===== src/verilog/buck_seq_map.svh =====
// Operation
// - Level-select change immediately drives the matching divider switch output; the code drives it one clock later.
// - Enter light-load save after eight consecutive switching cycles with zero-cross.
// - In light-load save, low-side drive turns off at zero-cross.
// - In light-load save, the on-interval is stretched by 25%.
// - Leave light-load save on any switching cycle without zero-cross.
// - Feedback above 810mV: exit save, hold low side until 0.75V, then cycle.
// - After recovery, re-enter save after 8 consecutive light-load cycles.
// - Limit-set source on with low side; no high-side turn-on during valley limit. The code does not set it for the low side latched on by over-voltage.
// - Good output low while feedback below 600mV until it returns above.
// - Good output low through start-up until soft-start done at 0.75V.
// - Each good-output threshold crossing is qualified by a 5us filter.
// - Good output low when feedback exceeds the +20% point.
// - Level-select change freezes good output for 32 clock cycles.
// - Over 900mV in steady state latches low side on until enable or power cycles.
// - Over-voltage detection is qualified by a 5us delay.
// - After over-voltage latch, good output stays low.
// - Level-select change raises over-voltage threshold to 1.125V for 32 cycles.
// - Feedback below 525mV for eight cycles turns both drives off, latched.
// - Below 4.4V supply: tristate drives; crossing it resets faults and starts soft-start.
// - Soft-start ramps reference 0 to 0.75V in 30mV steps of eight clocks.
// - Soft-start zero-cross with low side on loads reference from feedback, below 600mV.
// - First 32 switching cycles after start use a halved over-current threshold; the code halves only the first 31.
// - Each drive turns on only after the other is sensed fully off.
`ifndef BUCK_SEQ_MAP_SVH
`define BUCK_SEQ_MAP_SVH

// ****************************************
// Timing
// ****************************************
`define CLK_PERIOD_NS 10
`define QUAL_TIME_NS 5000
`define QUAL_CYC ((`QUAL_TIME_NS + `CLK_PERIOD_NS - 1) / `CLK_PERIOD_NS)

// ****************************************
// Counts
// ****************************************
`define ZC_ENTER_CYC 8
`define SS_STEP_CYC 8
`define BLANK_CYC 32
`define OC_HALF_CYC 32
`define UV_CYC 8

// ****************************************
// Reference codes, 30mV per code
// ****************************************
`define REF_FULL 5'h19
`define REF_OVR_STOP 5'h14

`endif


===== src/verilog/buck_seq_pkg.sv =====
package buck_seq_pkg;

  // ****************************************
  // Sequencer modes and switching phases
  // ****************************************
  typedef enum logic [2:0] {
    M_OFF = 3'h0,
    M_SOFT = 3'h1,
    M_RUN = 3'h3,
    M_OVF = 3'h2,
    M_UVF = 3'h6
  } mode_t;

  typedef enum logic [2:0] {
    P_IDLE = 3'h0,
    P_HSW = 3'h1,
    P_HIGH = 3'h3,
    P_LSW = 3'h2,
    P_LOW = 3'h6
  } phase_t;

  // ****************************************
  // Comparator flags
  // ****************************************
  typedef struct packed {
    logic zero_cross;
    logic below_ref;
    logic above_810;
    logic below_600;
    logic above_900;
    logic above_1125;
    logic below_525;
    logic valley_limit;
  } flags_t;

  // ****************************************
  // Gate drive outputs
  // ****************************************
  typedef struct packed {
    logic hs;
    logic ls;
    logic en;
  } drive_t;

  typedef struct packed {
    mode_t mode;
    phase_t phase;
    drive_t drv;
    logic psave;
    logic sps;
    logic zc_seen;
    logic [3:0] zc_cnt;
    logic [4:0] ref_code;
    logic [2:0] step_cnt;
    logic [5:0] blank_cnt;
    logic [5:0] oc_cnt;
    logic [1:0] lvl;
    logic good_oe;
    logic lim_en;
    logic on_start;
    logic oc_half;
  } seq_t;

endpackage : buck_seq_pkg


===== src/verilog/buck_mode_fault_sequencer.sv =====
`timescale 1ns/1ps
`include "buck_seq_map.svh"
module buck_mode_fault_sequencer #(
  parameter int ZC_ENTER = `ZC_ENTER_CYC,
  parameter int SS_STEP = `SS_STEP_CYC,
  parameter int BLANK = `BLANK_CYC,
  parameter int OC_HALF = `OC_HALF_CYC,
  parameter int QUAL = `QUAL_CYC,
  parameter int UV_QUAL = `UV_CYC
) (
  // Clock and reset
  input wire logic CLK,
  input wire logic RST,
  // Supply and enable
  input wire logic ENABLE_INPUT,
  input wire logic SUPPLY_OK,
  // Comparator flags
  input wire buck_seq_pkg::flags_t FLAGS,
  input wire logic [4:0] FEEDBACK_SENSE,
  // Level selects
  input wire logic LEVEL_SELECT_0,
  input wire logic LEVEL_SELECT_1,
  // Gate drive sensing and on-time generator
  input wire logic HS_SENSED_OFF,
  input wire logic LS_SENSED_OFF,
  input wire logic ON_DONE,
  // Gate drives
  output buck_seq_pkg::drive_t DRIVE,
  output logic ON_START,
  output logic ON_STRETCH,
  // Divider switches
  output logic DIVIDER_SWITCH_0,
  output logic DIVIDER_SWITCH_1,
  // Reference and limits
  output logic [4:0] REF_CODE,
  output logic LIMIT_SET_EN,
  output logic OC_HALF_SEL,
  // Good output, open drain
  output logic GOOD_OUTPUT_O,
  output logic GOOD_OUTPUT_OE,
  // Status
  output logic POWER_SAVE,
  output logic OVER_VOLTAGE_LATCH,
  output logic UNDER_VOLTAGE_LATCH
);

  buck_seq_pkg::seq_t s_r;
  buck_seq_pkg::seq_t s_nxt;

  logic pg_bad_q;
  logic ov_q;
  logic uv_q;
  logic ov_raw;
  logic [1:0] lvl_in;

  // ****************************************
  // Qualified fault and good levels
  // ****************************************
  assign ov_raw = (s_r.blank_cnt != 6'h0) ? FLAGS.above_1125 : FLAGS.above_900;

  level_qualifier #(.N(QUAL), .INIT(1'b1)) u_pg_qual (
    .clk(CLK),
    .rst(RST),
    .raw(FLAGS.below_600 | FLAGS.above_900),
    .q(pg_bad_q)
  );

  level_qualifier #(.N(QUAL), .INIT(1'b0)) u_ov_qual (
    .clk(CLK),
    .rst(RST),
    .raw(ov_raw),
    .q(ov_q)
  );

  level_qualifier #(.N(UV_QUAL), .INIT(1'b0)) u_uv_qual (
    .clk(CLK),
    .rst(RST),
    .raw(FLAGS.below_525),
    .q(uv_q)
  );

  assign lvl_in = {LEVEL_SELECT_1, LEVEL_SELECT_0};

  // ****************************************
  // Saturating increment
  // ****************************************
  function automatic logic [5:0] sat_inc(input logic [5:0] v, input int lim);
    logic [5:0] r;
    r = v;
    if (v < 6'(lim)) begin
      r = v + 6'h1;
    end
    return r;
  endfunction : sat_inc

  // ****************************************
  // Next state
  // ****************************************
  always_comb begin
    s_nxt = s_r;
    s_nxt.on_start = 1'b0;

    // Divider follows level selects; change opens a blanking window
    s_nxt.lvl = lvl_in;
    if (lvl_in != s_r.lvl) begin
      s_nxt.blank_cnt = 6'(BLANK);
    end else if (s_r.blank_cnt != 6'h0) begin
      s_nxt.blank_cnt = s_r.blank_cnt - 6'h1;
    end

    if (!ENABLE_INPUT || !SUPPLY_OK) begin
      // Lockout or disabled: drives released, faults cleared while off
      s_nxt.mode = buck_seq_pkg::M_OFF;
      s_nxt.phase = buck_seq_pkg::P_IDLE;
      s_nxt.drv = '{hs: 1'b0, ls: 1'b0, en: 1'b0};
      s_nxt.lim_en = 1'b0;
      s_nxt.psave = 1'b0;
      s_nxt.sps = 1'b0;
    end else begin
      unique case (s_r.mode)
        buck_seq_pkg::M_OFF: begin
          // Power-on reset: clear counters and start soft-start
          s_nxt.mode = buck_seq_pkg::M_SOFT;
          s_nxt.phase = buck_seq_pkg::P_IDLE;
          s_nxt.drv = '{hs: 1'b0, ls: 1'b0, en: 1'b1};
          s_nxt.ref_code = 5'h0;
          s_nxt.step_cnt = 3'h0;
          s_nxt.zc_cnt = 4'h0;
          s_nxt.zc_seen = 1'b0;
          s_nxt.oc_cnt = 6'h0;
          s_nxt.oc_half = 1'b1;
        end
        buck_seq_pkg::M_SOFT, buck_seq_pkg::M_RUN: begin
          // Switching phases with dead-time interlock
          unique case (s_r.phase)
            buck_seq_pkg::P_IDLE: begin
              if (FLAGS.below_ref && !FLAGS.valley_limit) begin
                s_nxt.phase = buck_seq_pkg::P_HSW;
              end
            end
            buck_seq_pkg::P_HSW: begin
              if (LS_SENSED_OFF) begin
                s_nxt.phase = buck_seq_pkg::P_HIGH;
                s_nxt.drv.hs = 1'b1;
                s_nxt.on_start = 1'b1;
                // Once per switching cycle: zero-cross history
                if (s_r.zc_seen) begin
                  if (s_r.zc_cnt >= 4'(ZC_ENTER - 1)) begin
                    s_nxt.psave = 1'b1;
                  end else begin
                    s_nxt.zc_cnt = s_r.zc_cnt + 4'h1;
                  end
                end else begin
                  s_nxt.zc_cnt = 4'h0;
                  s_nxt.psave = 1'b0;
                end
                s_nxt.zc_seen = 1'b0;
                s_nxt.oc_cnt = sat_inc(s_r.oc_cnt, OC_HALF);
                s_nxt.oc_half = (sat_inc(s_r.oc_cnt, OC_HALF) < 6'(OC_HALF));
              end
            end
            buck_seq_pkg::P_HIGH: begin
              if (ON_DONE) begin
                s_nxt.phase = buck_seq_pkg::P_LSW;
                s_nxt.drv.hs = 1'b0;
              end
            end
            buck_seq_pkg::P_LSW: begin
              if (HS_SENSED_OFF) begin
                s_nxt.phase = buck_seq_pkg::P_LOW;
                s_nxt.drv.ls = 1'b1;
                s_nxt.lim_en = 1'b1;
              end
            end
            buck_seq_pkg::P_LOW: begin
              if (FLAGS.zero_cross) begin
                s_nxt.zc_seen = 1'b1;
              end
              if (s_r.psave && !s_r.sps && FLAGS.zero_cross) begin
                // Light-load save: stop at zero current
                s_nxt.phase = buck_seq_pkg::P_IDLE;
                s_nxt.drv.ls = 1'b0;
                s_nxt.lim_en = 1'b0;
              end else if (FLAGS.below_ref && !FLAGS.valley_limit) begin
                s_nxt.phase = buck_seq_pkg::P_HSW;
                s_nxt.drv.ls = 1'b0;
                s_nxt.lim_en = 1'b0;
                if (s_r.sps) begin
                  s_nxt.sps = 1'b0;
                  s_nxt.zc_cnt = 4'h0;
                end
              end
            end
            default: begin
              s_nxt.phase = buck_seq_pkg::P_IDLE;
              s_nxt.drv.hs = 1'b0;
              s_nxt.drv.ls = 1'b0;
            end
          endcase

          if (s_r.mode == buck_seq_pkg::M_SOFT) begin
            // Reference ramp with feedback override
            if (FLAGS.zero_cross && s_r.drv.ls &&
                FEEDBACK_SENSE < `REF_OVR_STOP) begin
              s_nxt.ref_code = FEEDBACK_SENSE;
              s_nxt.step_cnt = 3'h0;
            end else if (s_r.step_cnt == 3'(SS_STEP - 1)) begin
              s_nxt.step_cnt = 3'h0;
              if (s_r.ref_code < `REF_FULL) begin
                s_nxt.ref_code = s_r.ref_code + 5'h1;
              end
            end else begin
              s_nxt.step_cnt = s_r.step_cnt + 3'h1;
            end
            if (s_r.ref_code == `REF_FULL && !FLAGS.below_ref) begin
              s_nxt.mode = buck_seq_pkg::M_RUN;
            end
          end else begin
            // Smart save: pull output down through low side
            if (FLAGS.above_810 && !s_r.sps) begin
              s_nxt.sps = 1'b1;
              s_nxt.psave = 1'b0;
              s_nxt.zc_cnt = 4'h0;
              if (s_r.phase == buck_seq_pkg::P_IDLE ||
                  s_r.phase == buck_seq_pkg::P_HSW) begin
                s_nxt.phase = buck_seq_pkg::P_LSW;
                s_nxt.drv.hs = 1'b0;
              end
            end
            if (ov_q) begin
              s_nxt.mode = buck_seq_pkg::M_OVF;
              s_nxt.phase = buck_seq_pkg::P_IDLE;
              s_nxt.drv.hs = 1'b0;
              s_nxt.drv.ls = 1'b0;
              s_nxt.psave = 1'b0;
            end else if (uv_q) begin
              s_nxt.mode = buck_seq_pkg::M_UVF;
              s_nxt.phase = buck_seq_pkg::P_IDLE;
              s_nxt.drv.hs = 1'b0;
              s_nxt.drv.ls = 1'b0;
              s_nxt.lim_en = 1'b0;
              s_nxt.psave = 1'b0;
            end
          end
        end
        buck_seq_pkg::M_OVF: begin
          // Low side latched on after high side is off
          s_nxt.drv.hs = 1'b0;
          s_nxt.drv.ls = HS_SENSED_OFF | s_r.drv.ls;
        end
        buck_seq_pkg::M_UVF: begin
          s_nxt.drv.hs = 1'b0;
          s_nxt.drv.ls = 1'b0;
        end
        default: begin
          s_nxt.mode = buck_seq_pkg::M_OFF;
        end
      endcase
    end

    // Good output: low pulls when oe high
    if (s_nxt.mode == buck_seq_pkg::M_OVF || s_nxt.mode == buck_seq_pkg::M_UVF) begin
      s_nxt.good_oe = 1'b1;
    end else if (s_r.blank_cnt != 6'h0 || lvl_in != s_r.lvl) begin
      s_nxt.good_oe = s_r.good_oe;
    end else begin
      s_nxt.good_oe = (s_r.mode != buck_seq_pkg::M_RUN) || pg_bad_q;
    end
  end

  // ****************************************
  // State register
  // ****************************************
  always_ff @(posedge CLK or posedge RST) begin
    if (RST) begin
      s_r <= '{
        mode: buck_seq_pkg::M_OFF,
        phase: buck_seq_pkg::P_IDLE,
        drv: '{hs: 1'b0, ls: 1'b0, en: 1'b0},
        psave: 1'b0,
        sps: 1'b0,
        zc_seen: 1'b0,
        zc_cnt: 4'h0,
        ref_code: 5'h0,
        step_cnt: 3'h0,
        blank_cnt: 6'h0,
        oc_cnt: 6'h0,
        lvl: 2'h0,
        good_oe: 1'b1,
        lim_en: 1'b0,
        on_start: 1'b0,
        oc_half: 1'b1
      };
    end else begin
      s_r <= s_nxt;
    end
  end

  // ****************************************
  // Outputs
  // ****************************************
  assign DRIVE = s_r.drv;
  assign ON_START = s_r.on_start;
  assign ON_STRETCH = s_r.psave;
  assign DIVIDER_SWITCH_0 = s_r.lvl[0];
  assign DIVIDER_SWITCH_1 = s_r.lvl[1];
  assign REF_CODE = s_r.ref_code;
  assign LIMIT_SET_EN = s_r.lim_en;
  assign OC_HALF_SEL = s_r.oc_half;
  assign GOOD_OUTPUT_O = 1'b0;
  assign GOOD_OUTPUT_OE = s_r.good_oe;
  assign POWER_SAVE = s_r.psave;
  assign OVER_VOLTAGE_LATCH = (s_r.mode == buck_seq_pkg::M_OVF);
  assign UNDER_VOLTAGE_LATCH = (s_r.mode == buck_seq_pkg::M_UVF);

endmodule : buck_mode_fault_sequencer


===== src/verilog/level_qualifier.sv =====
`timescale 1ns/1ps
module level_qualifier #(
  parameter int N = 8,
  parameter logic INIT = 1'b0
) (
  // Clock and reset
  input wire logic clk,
  input wire logic rst,
  // Level
  input wire logic raw,
  output logic q
);

  localparam int W = $clog2(N + 1);

  typedef struct packed {
    logic q;
    logic [W-1:0] cnt;
  } qual_t;

  qual_t s_r;
  qual_t s_nxt;

  // ****************************************
  // Output moves only after N cycles of disagreement
  // ****************************************
  always_comb begin
    s_nxt = s_r;
    if (raw == s_r.q) begin
      s_nxt.cnt = '0;
    end else if (s_r.cnt == W'(N - 1)) begin
      s_nxt.q = raw;
      s_nxt.cnt = '0;
    end else begin
      s_nxt.cnt = s_r.cnt + W'(1);
    end
  end

  always_ff @(posedge clk or posedge rst) begin
    if (rst) begin
      s_r <= '{q: INIT, cnt: '0};
    end else begin
      s_r <= s_nxt;
    end
  end

  assign q = s_r.q;

endmodule : level_qualifier

===== config.mk =====
export PLATFORM = sky130hd
export DESIGN_NAME = buck_mode_fault_sequencer
export DESIGN_NICKNAME = d
export VERILOG_FILES = /design/src/verilog/buck_seq_pkg.sv /design/src/verilog/buck_mode_fault_sequencer.sv /design/src/verilog/level_qualifier.sv
export VERILOG_INCLUDE_DIRS = /design/src /design/src/verilog
export SDC_FILE = /design/constraint.sdc
export NUM_CORES = 1
export LEC_CHECK = 0
export ABC_CLOCK_PERIOD_IN_PS = 2880
export BUFFER_PORTS_ARGS = -buffer_cell sky130_fd_sc_hd__buf_2
export CORE_AREA = 5 5 71 121
export DETAILED_ROUTE_END_ITERATION = 7
export DIE_AREA = 0 0 76 126
export PLACE_DENSITY = 0.78
export SLEW_MARGIN = 20
export SYNTH_ARGS = -nofsm -noshare
export SYNTH_HDL_FRONTEND = slang
export SYNTH_SLANG_ARGS = --single-unit

===== constraint.sdc =====
create_clock -name CLK -period 2.88 [get_ports CLK]
set_input_delay 0.576 -clock CLK [delete_from_list [all_inputs] [get_ports CLK]]
set_output_delay 0.576 -clock CLK [all_outputs]
set_load 0.05 [all_outputs]

# Word level (Yosys, flattened, before mapping)
# Cells that the tools add are included.
[classes]
n_reduce_logical = 39
bitwise_logic = 6
eq_ne = 29
add_sub_neg = 8
muxes = 87
order_cmp = 5
[op_table]
columns = ["op", "count"]
rows = [
  ["4-bit 2-to-1 mux", 19],
  ["6-bit 2-to-1 mux", 7],
  ["9-bit 2-to-1 mux", 4],
  ["8-bit 2-to-1 mux", 4],
  ["13-bit one-hot mux with 2 select lines", 1],
  ["1-bit 2-to-1 mux", 24],
  ["5-bit 2-to-1 mux", 4],
  ["9-bit by 1-bit adder with 9-bit output (second input constant)", 2],
  ["9-bit == test (second input constant)", 2],
  ["3-bit 2-to-1 mux", 6],
  ["3-bit by 2-bit == test with 1-bit output (second input constant)", 5],
  ["3-bit one-hot mux with 5 select lines", 1],
  ["2-bit 2-to-1 mux", 7],
  ["3-bit == test (second input constant)", 4],
  ["6-bit less-than comparator (second input constant)", 2],
  ["3-bit != test (second input constant)", 4],
  ["6-bit one-hot mux with 2 select lines", 1],
  ["11-bit 2-to-1 mux", 1],
  ["5-bit less-than comparator (second input constant)", 2],
  ["5-bit one-hot mux with 2 select lines", 1],
  ["5-bit AND reduction", 2],
  ["3-bit one-hot mux with 3 select lines", 1],
  ["4-bit by 1-bit adder with 4-bit output (second input constant)", 2],
  ["2-bit != test (second input constant)", 4],
  ["other kinds (30)", 64],
]
[totals]
in_bits = 22
out_inout_bits = 19
regBits = 67
word_cells = 198

# Depth between registers and ports, before layout
# Gate-level depths: netlist of run 1.
[logic_depth]
depth_word = 15
depth_mapped = 7

# By module
# A second synthesis of run 1 with hierarchy kept.
[unflattened]
hier_cells = 419
hier_area_um2 = 3970.1
[by_module_without_submodules]
columns = ["mod", "cells_each", "area_per_inst_um2", "seq_area_each_um2", "instances"]
rows = [
  ["buck_mode_fault_sequencer", 283, 2611.3, 1053.5, 1],
  ["level_qualifier (u_pg_qual)", 59, 560.5, 251.5, 1],
  ["level_qualifier (u_ov_qual)", 59, 559.3, 250.2, 1],
  ["level_qualifier (u_uv_qual)", 18, 239.0, 125.1, 1],
]

# Least setup slack after synthesis of run 1
# OpenSTA, ideal clock, no wires.
[synth_timing]
path_kind = "register to output"
startpoint = "register s_r[40] (netlist bit)"
endpoint = "output port OVER_VOLTAGE_LATCH"
required_ns = 2.304
arrival_ns = 1.455
slack_ns = 0.849
path_stages_with_launch = 4
path_cell_list = "dfrtp_1 -> clkbuf_1 -> nand2b_1 -> nor2_1"
[synth_via]
elab_chain_cells = 1
[synth_rtl]
columns = ["item", "line", "text"]
rows = [
  ["from (decl)", "buck_mode_fault_sequencer.sv:47", "buck_seq_pkg::seq_t s_r;"],
  ["from (signal assigned)", "buck_mode_fault_sequencer.sv:276", "s_r <= '{"],
  ["from (signal assigned)", "buck_mode_fault_sequencer.sv:295", "s_r <= s_nxt;"],
  ["3-bit by 2-bit == test with 1-bit output", "buck_mode_fault_sequencer.sv:313", "assign OVER_VOLTAGE_LATCH = (s_r.mode == buck_seq_pkg::M_OVF);"],
  ["to (decl)", "buck_mode_fault_sequencer.sv:43", "output logic OVER_VOLTAGE_LATCH,"],
]
# Every way passes these cells.

# Worst setup path in the final report of run 1
[layout_timing]
startpoint = "register s_r[39] (netlist bit)"
endpoint = "output port UNDER_VOLTAGE_LATCH"
[layout_via]
elab_chain_cells = 1
[layout_rtl]
columns = ["item", "line", "text"]
rows = [
  ["3-bit == test", "buck_mode_fault_sequencer.sv:314", "assign UNDER_VOLTAGE_LATCH = (s_r.mode == buck_seq_pkg::M_UVF);"],
  ["to (decl)", "buck_mode_fault_sequencer.sv:44", "output logic UNDER_VOLTAGE_LATCH"],
]
# Every way passes these cells.

==> reports/metrics.csv, run 1 <==
stage;metric;value;unit
clocking;CTS tree;built;
drt;drt drc;0;
cells_and_area;FILL cells;684;
worst_setup_path;Crit. End Element;output pin;
drt;initial drt markers;262;
timing;Worst Setup Slack, final;532.1;ps
clocking;Hold Buf Count CTS;0;
grt;vias in the first global route;3201;
drt;Avg Vias per Cell;6.002;
grt;global route overflow;0;
timing;setup TNS;0;ps
cells_and_area;antenna diode count;0;
timing;Least-Margin Pin Slew;900.7;ps
timing;Final Hold Viols;0;
timing;fin crit share;81.52;%
worst_setup_path;Critical Path Start Type;register;
clocking;post-CTS setup buffers;0;
worst_setup_path;Reg2Reg Depth;4;
drt;final wirelength;8659;um
timing;RSZ-0062 raised after global routing;no;
die;Core ar.;7515;um2
clocking;Clock Sinks;67;
die;Initial Util;50.62;%
die;die height;126;um
hold_path;min-delay src;LEVEL_SELECT_0;
synthesis;register area share after synthesis;44.18;%
hold_path;sink of the worst hold path;DIVIDER_SWITCH_0$_DFF_PP0_;
cells_and_area;fin cells;534;
synthesis;synth cell count leaders;64 x dfrtp_1, 44 x nor2_1, 35 x nand2_1, 24 x a21oi_1, 19 x nand3_1;
cells_and_area;synthesis-to-layout area growth;12.47;%
clocking;root buffer cell;clkbuf_16;
clocking;post-cts gate resize count;0;
clocking;H-tree lvl count;3;
worst_setup_path;critical path arrival;1770;ps
timing;Fmax;425.9;MHz
synthesis;Synth Net Count;442;
grt;GRT Util Overall;18.78;%
placed_design;pre-CTS setup slack;875.8;ps
die;IO Pins;41;
synthesis;post-synth top area share;42.11;%
synthesis;Syn Area/Cell;9.300;um2
drt;Routed Antenna Nets;0;
placed_design;Post-DP Area;4008;um2
clocking;Worst-Skew Late Latency;340;ps
cells_and_area;design area;4278;um2
worst_setup_path;FF-to-FF setup slack;820;ps
die;Total Die Area;9576;um2
die;die width;76;um
clocking;Worst-path clk slew;60;ps
hold_path;Hold WC Path Type;input port to register;
grt;largest net degree at the start of global routing;68;
synthesis;leading area contributor after synthesis;dfrtp_1;
clocking;CTS Buf Count;9;
drt;Pre-antenna DRT Iters;4;
synthesis;Cell Area, Synth;3804;um2
synthesis;ys flop type;dfrtp_1;
synthesis;Mapped Cells;409;
worst_setup_path;crit path kind;register to output pin;
pwr;PD cells;569.3;nW/um2
timing;final setup violation count;0;
pwr;worst vdd ir;427.4;uV
die;FP Rows;42;
clocking;worst-case clock buffer depth;2;
worst_setup_path;maximum fanout along the worst path;20;
hold_path;worst hold path depth;1;
placed_design;gp weighted congestion;0.9163;
drt;vias;3205;
timing;Max Slew Vio Count;0;
synthesis;register bit count reported by yosys;67;
synthesis;top post-synthesis cells by area;dfrtp_1 42%, nor2_1 4.3%, xnor2_1 3.9%, ha_1 3.6%, nand2_1 3.5%;
worst_setup_path;critical path required time;2300;ps
synthesis;ys async rst share;100.0;%
cells_and_area;utilization after layout;56.93;%
placed_design;HPWL after DPL;6242;um
worst_setup_path;worst reg2reg endpoint;s_r[28]$_DFFE_PP0P_;
outcome;outcome;finished, final reports clean;
synthesis;Post-synth EDFFs;0;
timing;Worst Skew;4.840;ps
timing;relative slew slack;39.45;%
synthesis;number of library cell types mapped by synthesis;66;
grt;antenna violations before repair;0;
timing;crit path time final;2348;ps
synthesis;top-count cell post-synth;dfrtp_1;
placed_design;Buffers on Ports;39;
drt;routed len/inst;16.22;um
worst_setup_path;reg2reg start;s_r[39]$_DFF_PP0_;
run;max cap viols;0;
grt;first-pass GRT wire length;14740;um
placed_design;Placed Cells;518;
cells_and_area;Nets;474;
cells_and_area;layout cell share with drive strength beyond 1;15.25;%
pwr;P_leak;1.854;nW
synthesis;Synth Warn #;0;
==> where the power goes <==
part / leakage (nW) / switching [mW] / internal (mW) / total [mW]
Sequential: 0.895 / 0.0750 / 1.02 / 1.09
Combinational: 0.823 / 0.210 / 0.134 / 0.344
Clock: 0.137 / 0.417 / 0.583 / 1.00
Total: 1.85 / 0.701 / 1.73 / 2.44
==> cell usage in the layout, fill, tap and decap left out, drive strengths merged, types with 10 or more instances in the layout <==
| master | n |
|---|---|
| a211oi | 10 |
| a21oi | 24 |
| a31oi | 10 |
| buf | 41 |
| clkbuf | 10 |
| dfrtp | 64 |
| ha | 11 |
| inv | 19 |
| nand2 | 35 |
| nand3 | 20 |
| nor2 | 44 |
| nor3 | 10 |
| o21ai | 14 |
| xnor2 | 17 |
==> worst max-delay path by stage <==
| stage | start | to | cells past startpoint | slack, ps |
|---|---|---|---|---|
| floorplan | RST | DIVIDER_SWITCH_0$_DFF_PP0_ | 1 | 630 |
| global placement | s_r[39]$_DFF_PP0_ | OVER_VOLTAGE_LATCH | 3 | 960 |
| detailed placement | s_r[39]$_DFF_PP0_ | s_r[28]$_DFFE_PP0P_ | 4 | 880 |
| CTS | s_r[39]$_DFF_PP0_ | OVER_VOLTAGE_LATCH | 3 | 560 |
| global route | s_r[39]$_DFF_PP0_ | UNDER_VOLTAGE_LATCH | 3 | 430 |
| finish | s_r[39]$_DFF_PP0_ | UNDER_VOLTAGE_LATCH | 3 | 530 |
==> per-stage QoR <==
stage	hold WS, ps	total power [mW]
global placement	453.8	1.440
global route	358.3	2.567
detailed placement	471.0	1.452
CTS	365.3	2.458
finish	368.8	2.435
floorplan	437.5	1.356
==> sequential cells by signal, summed over array words and instances (netlist names) <==
signal / flops
s_r: 27
u_ov_qual.s_r: 9
u_pg_qual.s_r: 9
REF_CODE: 5
u_uv_qual.s_r: 4
DRIVE: 3
DIVIDER_SWITCH_0: 1
DIVIDER_SWITCH_1: 1
GOOD_OUTPUT_OE: 1
LIMIT_SET_EN: 1
OC_HALF_SEL: 1
ON_START: 1
ON_STRETCH: 1
u_ov_qual.q: 1
u_pg_qual.q: 1
u_uv_qual.q: 1
==> area by class of cell <==
class / count / area (um2) / share of cell area (%)
Clock buffer: 10 / 229.0 / 5.352
Clock inverter: 6 / 41.29 / 0.9652
Inverter: 18 / 67.56 / 1.579
Multi-Input combinational cell: 304 / 1939 / 45.33
Sequential cell: 67 / 1680 / 39.28
Tap cell: 88 / 110.1 / 2.574
Timing Repair Buffer: 41 / 210.2 / 4.914
==> worst max-delay path, stage by stage, from the launching register on <==
cell,delay [ps]
dfrtp_1,610
nand2b_1,350
nor2_1,190
buf_2,290
==> kinds of logic after synthesis <==
| group | after synthesis | share of synthesized area [%] |
|---|---|---|
| AOI/OAI and AO/OA | 100 | 18.13 |
| xor gates and xnor gates | 25 | 5.757 |
| adders and majority gates | 11 | 3.618 |
| buffers and inverters | 38 | 4.835 |
| DFF | 67 | 44.18 |
| muxes | 3 | 0.8224 |
| other | 1 | 0.09859 |
| and+or+nand+nor | 164 | 22.57 |
==> per-layer routing <==
metal | vias up | GRT usage (%) | part of all wire [%]
met5 | - | 0 | 0
li1 | 1533 | - | -
met1 | 1550 | 21.53 | 41
met3 | 31 | 4.357 | 4.0
met2 | 91 | 31.67 | 51
met4 | 0 | 10.69 | 3.5
(Power assumes the default switching activity.)
==> run 2, diff against run 1 <==
--- a/config.mk
+++ b/config.mk
@@ -6,7 +6,7 @@
 export SDC_FILE = /design/constraint.sdc
 export NUM_CORES = 1
 export LEC_CHECK = 0
-export ABC_CLOCK_PERIOD_IN_PS = 2880
+export ABC_CLOCK_PERIOD_IN_PS = 2300
 export BUFFER_PORTS_ARGS = -buffer_cell sky130_fd_sc_hd__buf_2
 export CORE_AREA = 5 5 71 121
 export DETAILED_ROUTE_END_ITERATION = 7
==> constraint.sdc (replaced) <==
create_clock -name CLK -period 2.3 [get_ports CLK]
set_input_delay 0.46 -clock CLK [delete_from_list [all_inputs] [get_ports CLK]]
set_output_delay 0.46 -clock CLK [all_outputs]
set_load 0.05 [all_outputs]
==> reports/metrics.csv, run 2 (same netlist as run 1, synthesis figures left out) <==
stage;metric;value;unit;change
run;max cap viols;0;;unchanged
placed_design;Buffers on Ports;39;;unchanged
grt;vias in the first global route;3244;;+1.3%
cells_and_area;largest registers;s_r: 27 flops, u_ov_qual.s_r: 9 flops, u_pg_qual.s_r: 9 flops;;
cells_and_area;synthesis-to-layout area growth;13.82;%;
pwr;total net switching power;0.8767;mW;+25%
worst_setup_path;crit path buf inv count;1;;unchanged
die;IO Pins;41;;unchanged
cells_and_area;design area;4329;um2;+1.2%
worst_setup_path;worst-path cell chain;nand2b_1 -> nor2_1 -> buf_2;;
cells_and_area;FILL cells;672;;-1.8%
drt;Routed Antenna Nets;0;;unchanged
drt;Pre-antenna DRT Iters;6;;+2
clocking;CTS tree;built;;
worst_setup_path;critical path required time;1840;ps;-460 ps
drt;initial drt markers;258;;-1.5%
worst_setup_path;Crit path largest cell delay;600;ps;about the same
timing;RSZ-0062 raised after global routing;no;;
worst_setup_path;Worst path depth;3;;unchanged
placed_design;Post-DP Area;4045;um2;+0.94%
cells_and_area;Top reg by flops;s_r;;
hold_path;worst hold path depth;1;;unchanged
worst_setup_path;crit path kind;register to output pin;;
pwr;PD cells;711.3;nW/um2;+25%
die;Core ar.;7515;um2;unchanged
placed_design;HPWL after DPL;6436;um;+3.1%
timing;Worst Skew;4.706;ps;-0.1337 ps
clocking;Clock Sinks;67;;unchanged
grt;global route overflow;0;;unchanged
drt;final wirelength;8895;um;+2.7%
placed_design;pre-CTS setup slack;469.0;ps;-406.8 ps
die;Total Die Area;9576;um2;unchanged
die;FP Rows;42;;unchanged
clocking;worst-case clock buffer depth;2;;unchanged
cells_and_area;max FFs per register;27;;unchanged
die;Initial Util;50.62;%;unchanged
timing;final setup violation count;0;;unchanged
cells_and_area;layout cell share with drive strength beyond 1;15.93;%;+0.68 points
clocking;post-CTS setup buffers;0;;unchanged
drt;Avg Vias per Cell;6.039;;+0.62%
worst_setup_path;Critical Path Start Type;register;;
pwr;Clock power frac;41.2;%;about the same
timing;Max Slew Vio Count;0;;unchanged
timing;Worst Setup Slack, final;201.5;ps;-330.6 ps
timing;relative slew slack;64.36;%;+25 points
die;die height;126;um;unchanged
cells_and_area;commonest non-fill, non-tap cells in the layout;64 x dfrtp_1, 44 x nor2_1, 39 x buf_2;;
timing;Least-Margin Pin Slew;533.5;ps;-367.2 ps
drt;drt drc;0;;unchanged
pwr;part of the power in registers;44.4;%;-0.4 points
cells_and_area;commonest non-fill, non-tap cell in the layout;dfrtp_1;;
worst_setup_path;critical path arrival;1640;ps;-130 ps
pwr;Sw Share;28.47;%;-0.33 points
grt;GRT Util Overall;19.07;%;+0.29 points
cells_and_area;antenna diode count;0;;unchanged
worst_setup_path;CP max-delay cell;dfrtp_1;;
timing;crit path time final;2098;ps;
grt;largest net degree at the start of global routing;39;;-43%
clocking;root buffer cell;clkbuf_16;;
cells_and_area;Nets;480;;+1.3%
pwr;Int Power;2.203;mW;+27%
timing;Fmax;476.5;MHz;
timing;Final Hold Viols;0;;unchanged
worst_setup_path;maximum fanout along the worst path;15;;-25%
clocking;Worst-path clk slew;60;ps;about the same
clocking;CTS Buf Count;9;;unchanged
pwr;total power;3.079;mW;+26%
worst_setup_path;Crit. End Element;output pin;;
drt;routed len/inst;16.47;um;+1.6%
pwr;worst vdd ir;570.0;uV;+33%
pwr;P_leak;1.872;nW;+0.96%
grt;first-pass GRT wire length;14900;um;+1.1%
worst_setup_path;Reg2Reg Depth;4;;unchanged
outcome;outcome;finished, final reports clean;;
drt;vias;3261;;+1.7%
pwr;Logic pwr share;14.4;%;+0.3 points
timing;setup TNS;0;ps;unchanged
placed_design;gp weighted congestion;0.9255;;+1.0%
clocking;Worst-Skew Late Latency;340;ps;about the same
hold_path;Hold WC Path Type;input port to register;;
clocking;H-tree lvl count;3;;unchanged
die;die width;76;um;unchanged
timing;worst hold slack;256.6;ps;-112.2 ps
grt;antenna violations before repair;0;;unchanged
worst_setup_path;CP top delay family;flip-flops;;
timing;fin crit share;91.24;%;
[run 2: worst paths after layout]
kind	from	endpoint	slack (ps)
worst min register to register	s_r[19]$_DFFE_PP0P_	s_r[19]$_DFFE_PP0P_	470
min in group asynchronous	RST	u_pg_qual.s_r[0]$_DFF_PP0_	540
worst max register to register	s_r[41]$_DFF_PP0_	s_r[6]$_DFFE_PP0P_	410
worst min-delay path	LEVEL_SELECT_0	DIVIDER_SWITCH_0$_DFF_PP0_	260
worst max-delay path	s_r[40]$_DFF_PP0_	UNDER_VOLTAGE_LATCH	200
max in group asynchronous	RST	GOOD_OUTPUT_OE$_DFFE_PP1P_	1020
[run 2: routing by layer]
| metal | GRT usage, % | part of all wire, % |
|---|---|---|
| met1 | 21.51 | 40 |
| met2 | 31.87 | 52 |
| met3 | 5.000 | 5.2 |
| met4 | 11.43 | 3.0 |
| met5 | 0 | 0 |
[run 2: repair_timing]
item / CTS / global route
hold buffers: 1 / 0
resized for setup: 0 / 0
hold endpoints to repair: 5 / 0
[run 2: per-stage QoR]
stage,util (%),instances
2_1_floorplan,-,409
3_3_place_gp,53.83,523
3_5_place_dp,53.83,523
4_1_cts,57.61,540
5_1_grt,57.61,540
6_report,57.61,540
[run 2: final cells by class]
class                           instances  area [um2]  area share, %
Multi-Input combinational cell        304        1939          44.80
Sequential cell                        67        1680          38.82
Timing Repair Buffer                   47       257.7          5.954
Clock buffer                           12       246.5          5.694
Tap cell                               88       110.1          2.543
Inverter                               18       67.56          1.561
Clock inverter                          4       27.53         0.6358
[run 2: power by group through the flow]
stage / combinational (mW) / clock [mW] / sequential, mW
after CTS: 0.449 / 1.28 / 1.36
after global placement: 0.430 / 0 / 1.38
after floorplan: 0.304 / 0 / 1.39
after global routing: 0.501 / 1.35 / 1.38
final: 0.443 / 1.27 / 1.37
after detailed placement: 0.446 / 0 / 1.38
==> run 3, diff against run 2 <==
--- a/config.mk
+++ b/config.mk
@@ -8,9 +8,11 @@
 export LEC_CHECK = 0
 export ABC_CLOCK_PERIOD_IN_PS = 2300
 export BUFFER_PORTS_ARGS = -buffer_cell sky130_fd_sc_hd__buf_2
-export CORE_AREA = 5 5 71 121
+export CAP_MARGIN = 20
+export CORE_AREA = 2 2 68 118
 export DETAILED_ROUTE_END_ITERATION = 7
-export DIE_AREA = 0 0 76 126
+export DIE_AREA = 0 0 70 120
+export MAX_ROUTING_LAYER = met4
 export PLACE_DENSITY = 0.78
 export SLEW_MARGIN = 20
 export SYNTH_ARGS = -nofsm -noshare
==> reports/metrics.csv, run 3 (same netlist as run 1, synthesis figures left out) <==
stage;metric;value;unit;change
pwr;P_leak;1.878;nW;+0.30%
pwr;PD cells;721.9;nW/um2;+1.5%
drt;final wirelength;8729;um;-1.9%
die;die width;70;um;-7.9%
clocking;H-tree lvl count;3;;unchanged
timing;setup TNS;0;ps;unchanged
cells_and_area;commonest non-fill, non-tap cell in the layout;dfrtp_1;;
cells_and_area;max FFs per register;27;;unchanged
grt;vias in the first global route;3201;;-1.3%
grt;antenna violations before repair;0;;unchanged
grt;global route overflow;0;;unchanged
cells_and_area;Nets;478;;-0.42%
drt;Avg Vias per Cell;5.991;;-0.80%
clocking;CTS tree;built;;
cells_and_area;antenna diode count;0;;unchanged
die;IO Pins;41;;unchanged
placed_design;Buffers on Ports;39;;unchanged
clocking;root buffer cell;clkbuf_16;;
placed_design;HPWL after DPL;6227;um;-3.3%
timing;Worst Skew;3.880;ps;-0.8267 ps
worst_setup_path;Crit. End Element;output pin;;
clocking;Clock Sinks;67;;unchanged
timing;crit path time final;2071;ps;-27.74 ps
timing;Max Slew Vio Count;0;;unchanged
worst_setup_path;reg2reg start;s_r[41]$_DFF_PP0_;;
worst_setup_path;critical path arrival;1610;ps;-30 ps
timing;Fmax;482.9;MHz;+1.3%
placed_design;gp weighted congestion;0.9430;;+1.9%
cells_and_area;synthesis-to-layout area growth;13.95;%;
drt;initial drt markers;235;;-8.9%
drt;vias;3217;;-1.3%
clocking;CTS Buf Count;9;;unchanged
cells_and_area;layout cell share with drive strength beyond 1;15.81;%;-0.12 points
clocking;worst-case clock buffer depth;2;;unchanged
cells_and_area;utilization after layout;58.08;%;+0.47 points
timing;fin crit share;90.03;%;-1.2 points
drt;drt drc;0;;unchanged
timing;relative slew slack;61.45;%;-2.9 points
timing;final setup violation count;0;;unchanged
die;FP Rows;42;;unchanged
cells_and_area;largest registers;s_r: 27 flops, u_ov_qual.s_r: 9 flops, u_pg_qual.s_r: 9 flops;;
pwr;worst vdd ir;611.7;uV;+7.3%
worst_setup_path;maximum fanout along the worst path;12;;-3
worst_setup_path;crit path kind;register to output pin;;
pwr;total power;3.129;mW;+1.6%
clocking;Worst-path clk slew;50;ps;about the same
grt;GRT Util Overall;22.53;%;+3.5 points
placed_design;Post-DP Area;4050;um2;+0.12%
die;Core ar.;7462;um2;-0.70%
grt;largest net degree at the start of global routing;68;;+74%
timing;Least-Margin Pin Slew;573.0;ps;+39.45 ps
hold_path;Hold WC Path Type;input port to async pin;;
cells_and_area;commonest non-fill, non-tap cells in the layout;64 x dfrtp_1, 44 x nor2_1, 39 x buf_2;;
clocking;post-CTS setup buffers;0;;unchanged
clocking;Worst-Skew Late Latency;340;ps;about the same
run;max cap viols;0;;unchanged
worst_setup_path;critical path required time;1840;ps;about the same
die;Total Die Area;8400;um2;-12%
cells_and_area;Top reg by flops;s_r;;
drt;routed len/inst;16.26;um;-1.3%
worst_setup_path;crit path from;s_r[39]$_DFF_PP0_;;
timing;RSZ-0062 raised after global routing;no;;
clocking;Hold Buf Count CTS;0;;-1
drt;Routed Antenna Nets;0;;unchanged
clocking;post-cts gate resize count;0;;unchanged
die;die height;120;um;-4.8%
cells_and_area;design area;4334;um2;+0.12%
timing;Final Hold Viols;0;;unchanged
drt;Pre-antenna DRT Iters;5;;-1
worst_setup_path;Critical Path Start Type;register;;
grt;first-pass GRT wire length;14590;um;-2.0%
outcome;outcome;finished, final reports clean;;
die;Initial Util;50.97;%;+0.36 points
[run 3: area by class of cell]
cell class	instances	area, um2
fillers	649	3128
multi-input cells	304	1939
flip-flops and latches	67	1680
repair buffers	45	252.7
clock buffers	10	229.0
well taps	88	110.1
inverters	18	67.56
clock inverters	5	55.05
[run 3: through the flow]
stage	worst slack, ps	hold WS, ps	cells
after detailed placement	450.5	465.4	522
after global placement	538.1	459.6	522
after global routing	153.5	227.9	537
after floorplan	161.8	437.5	409
final	229.2	200.3	537
after CTS	239.0	212.3	537
[run 3: worst max-delay path: stages, from the launching register on]
cell	delay [ps]
dfrtp_1	510
nand2b_1	290
nor2_1	180
buf_2	290
[run 3: worst paths after layout]
| kind | endpoint | slack (ps) | depth (start not counted) |
|---|---|---|---|
| min | u_pg_qual.s_r[2]$_DFF_PP0_ | 200 | 3 |
| max reg2reg | s_r[29]$_DFFE_PP0P_ | 440 | 4 |
| max in group asynchronous | u_pg_qual.q$_DFFE_PP1P_ | 1800 | 3 |
| min reg2reg | s_r[19]$_DFFE_PP0P_ | 480 | 2 |
| min in group CLK | DIVIDER_SWITCH_1$_DFF_PP0_ | 260 | 1 |
| max | OVER_VOLTAGE_LATCH | 230 | 3 |
[run 3: power breakdown]
part	total [mW]	leakage [nW]	internal [mW]	switching (mW)
clock network	1.32	0.134	0.828	0.495
registers	1.37	0.895	1.27	0.0929
logic	0.440	0.848	0.174	0.267
[run 3: metal layers]
metal  GRT usage (%)  wire length [um]
met5               -                 0
met2           37.74              4576
met4           13.94               302
met1           24.70              3547
met3           3.778               301
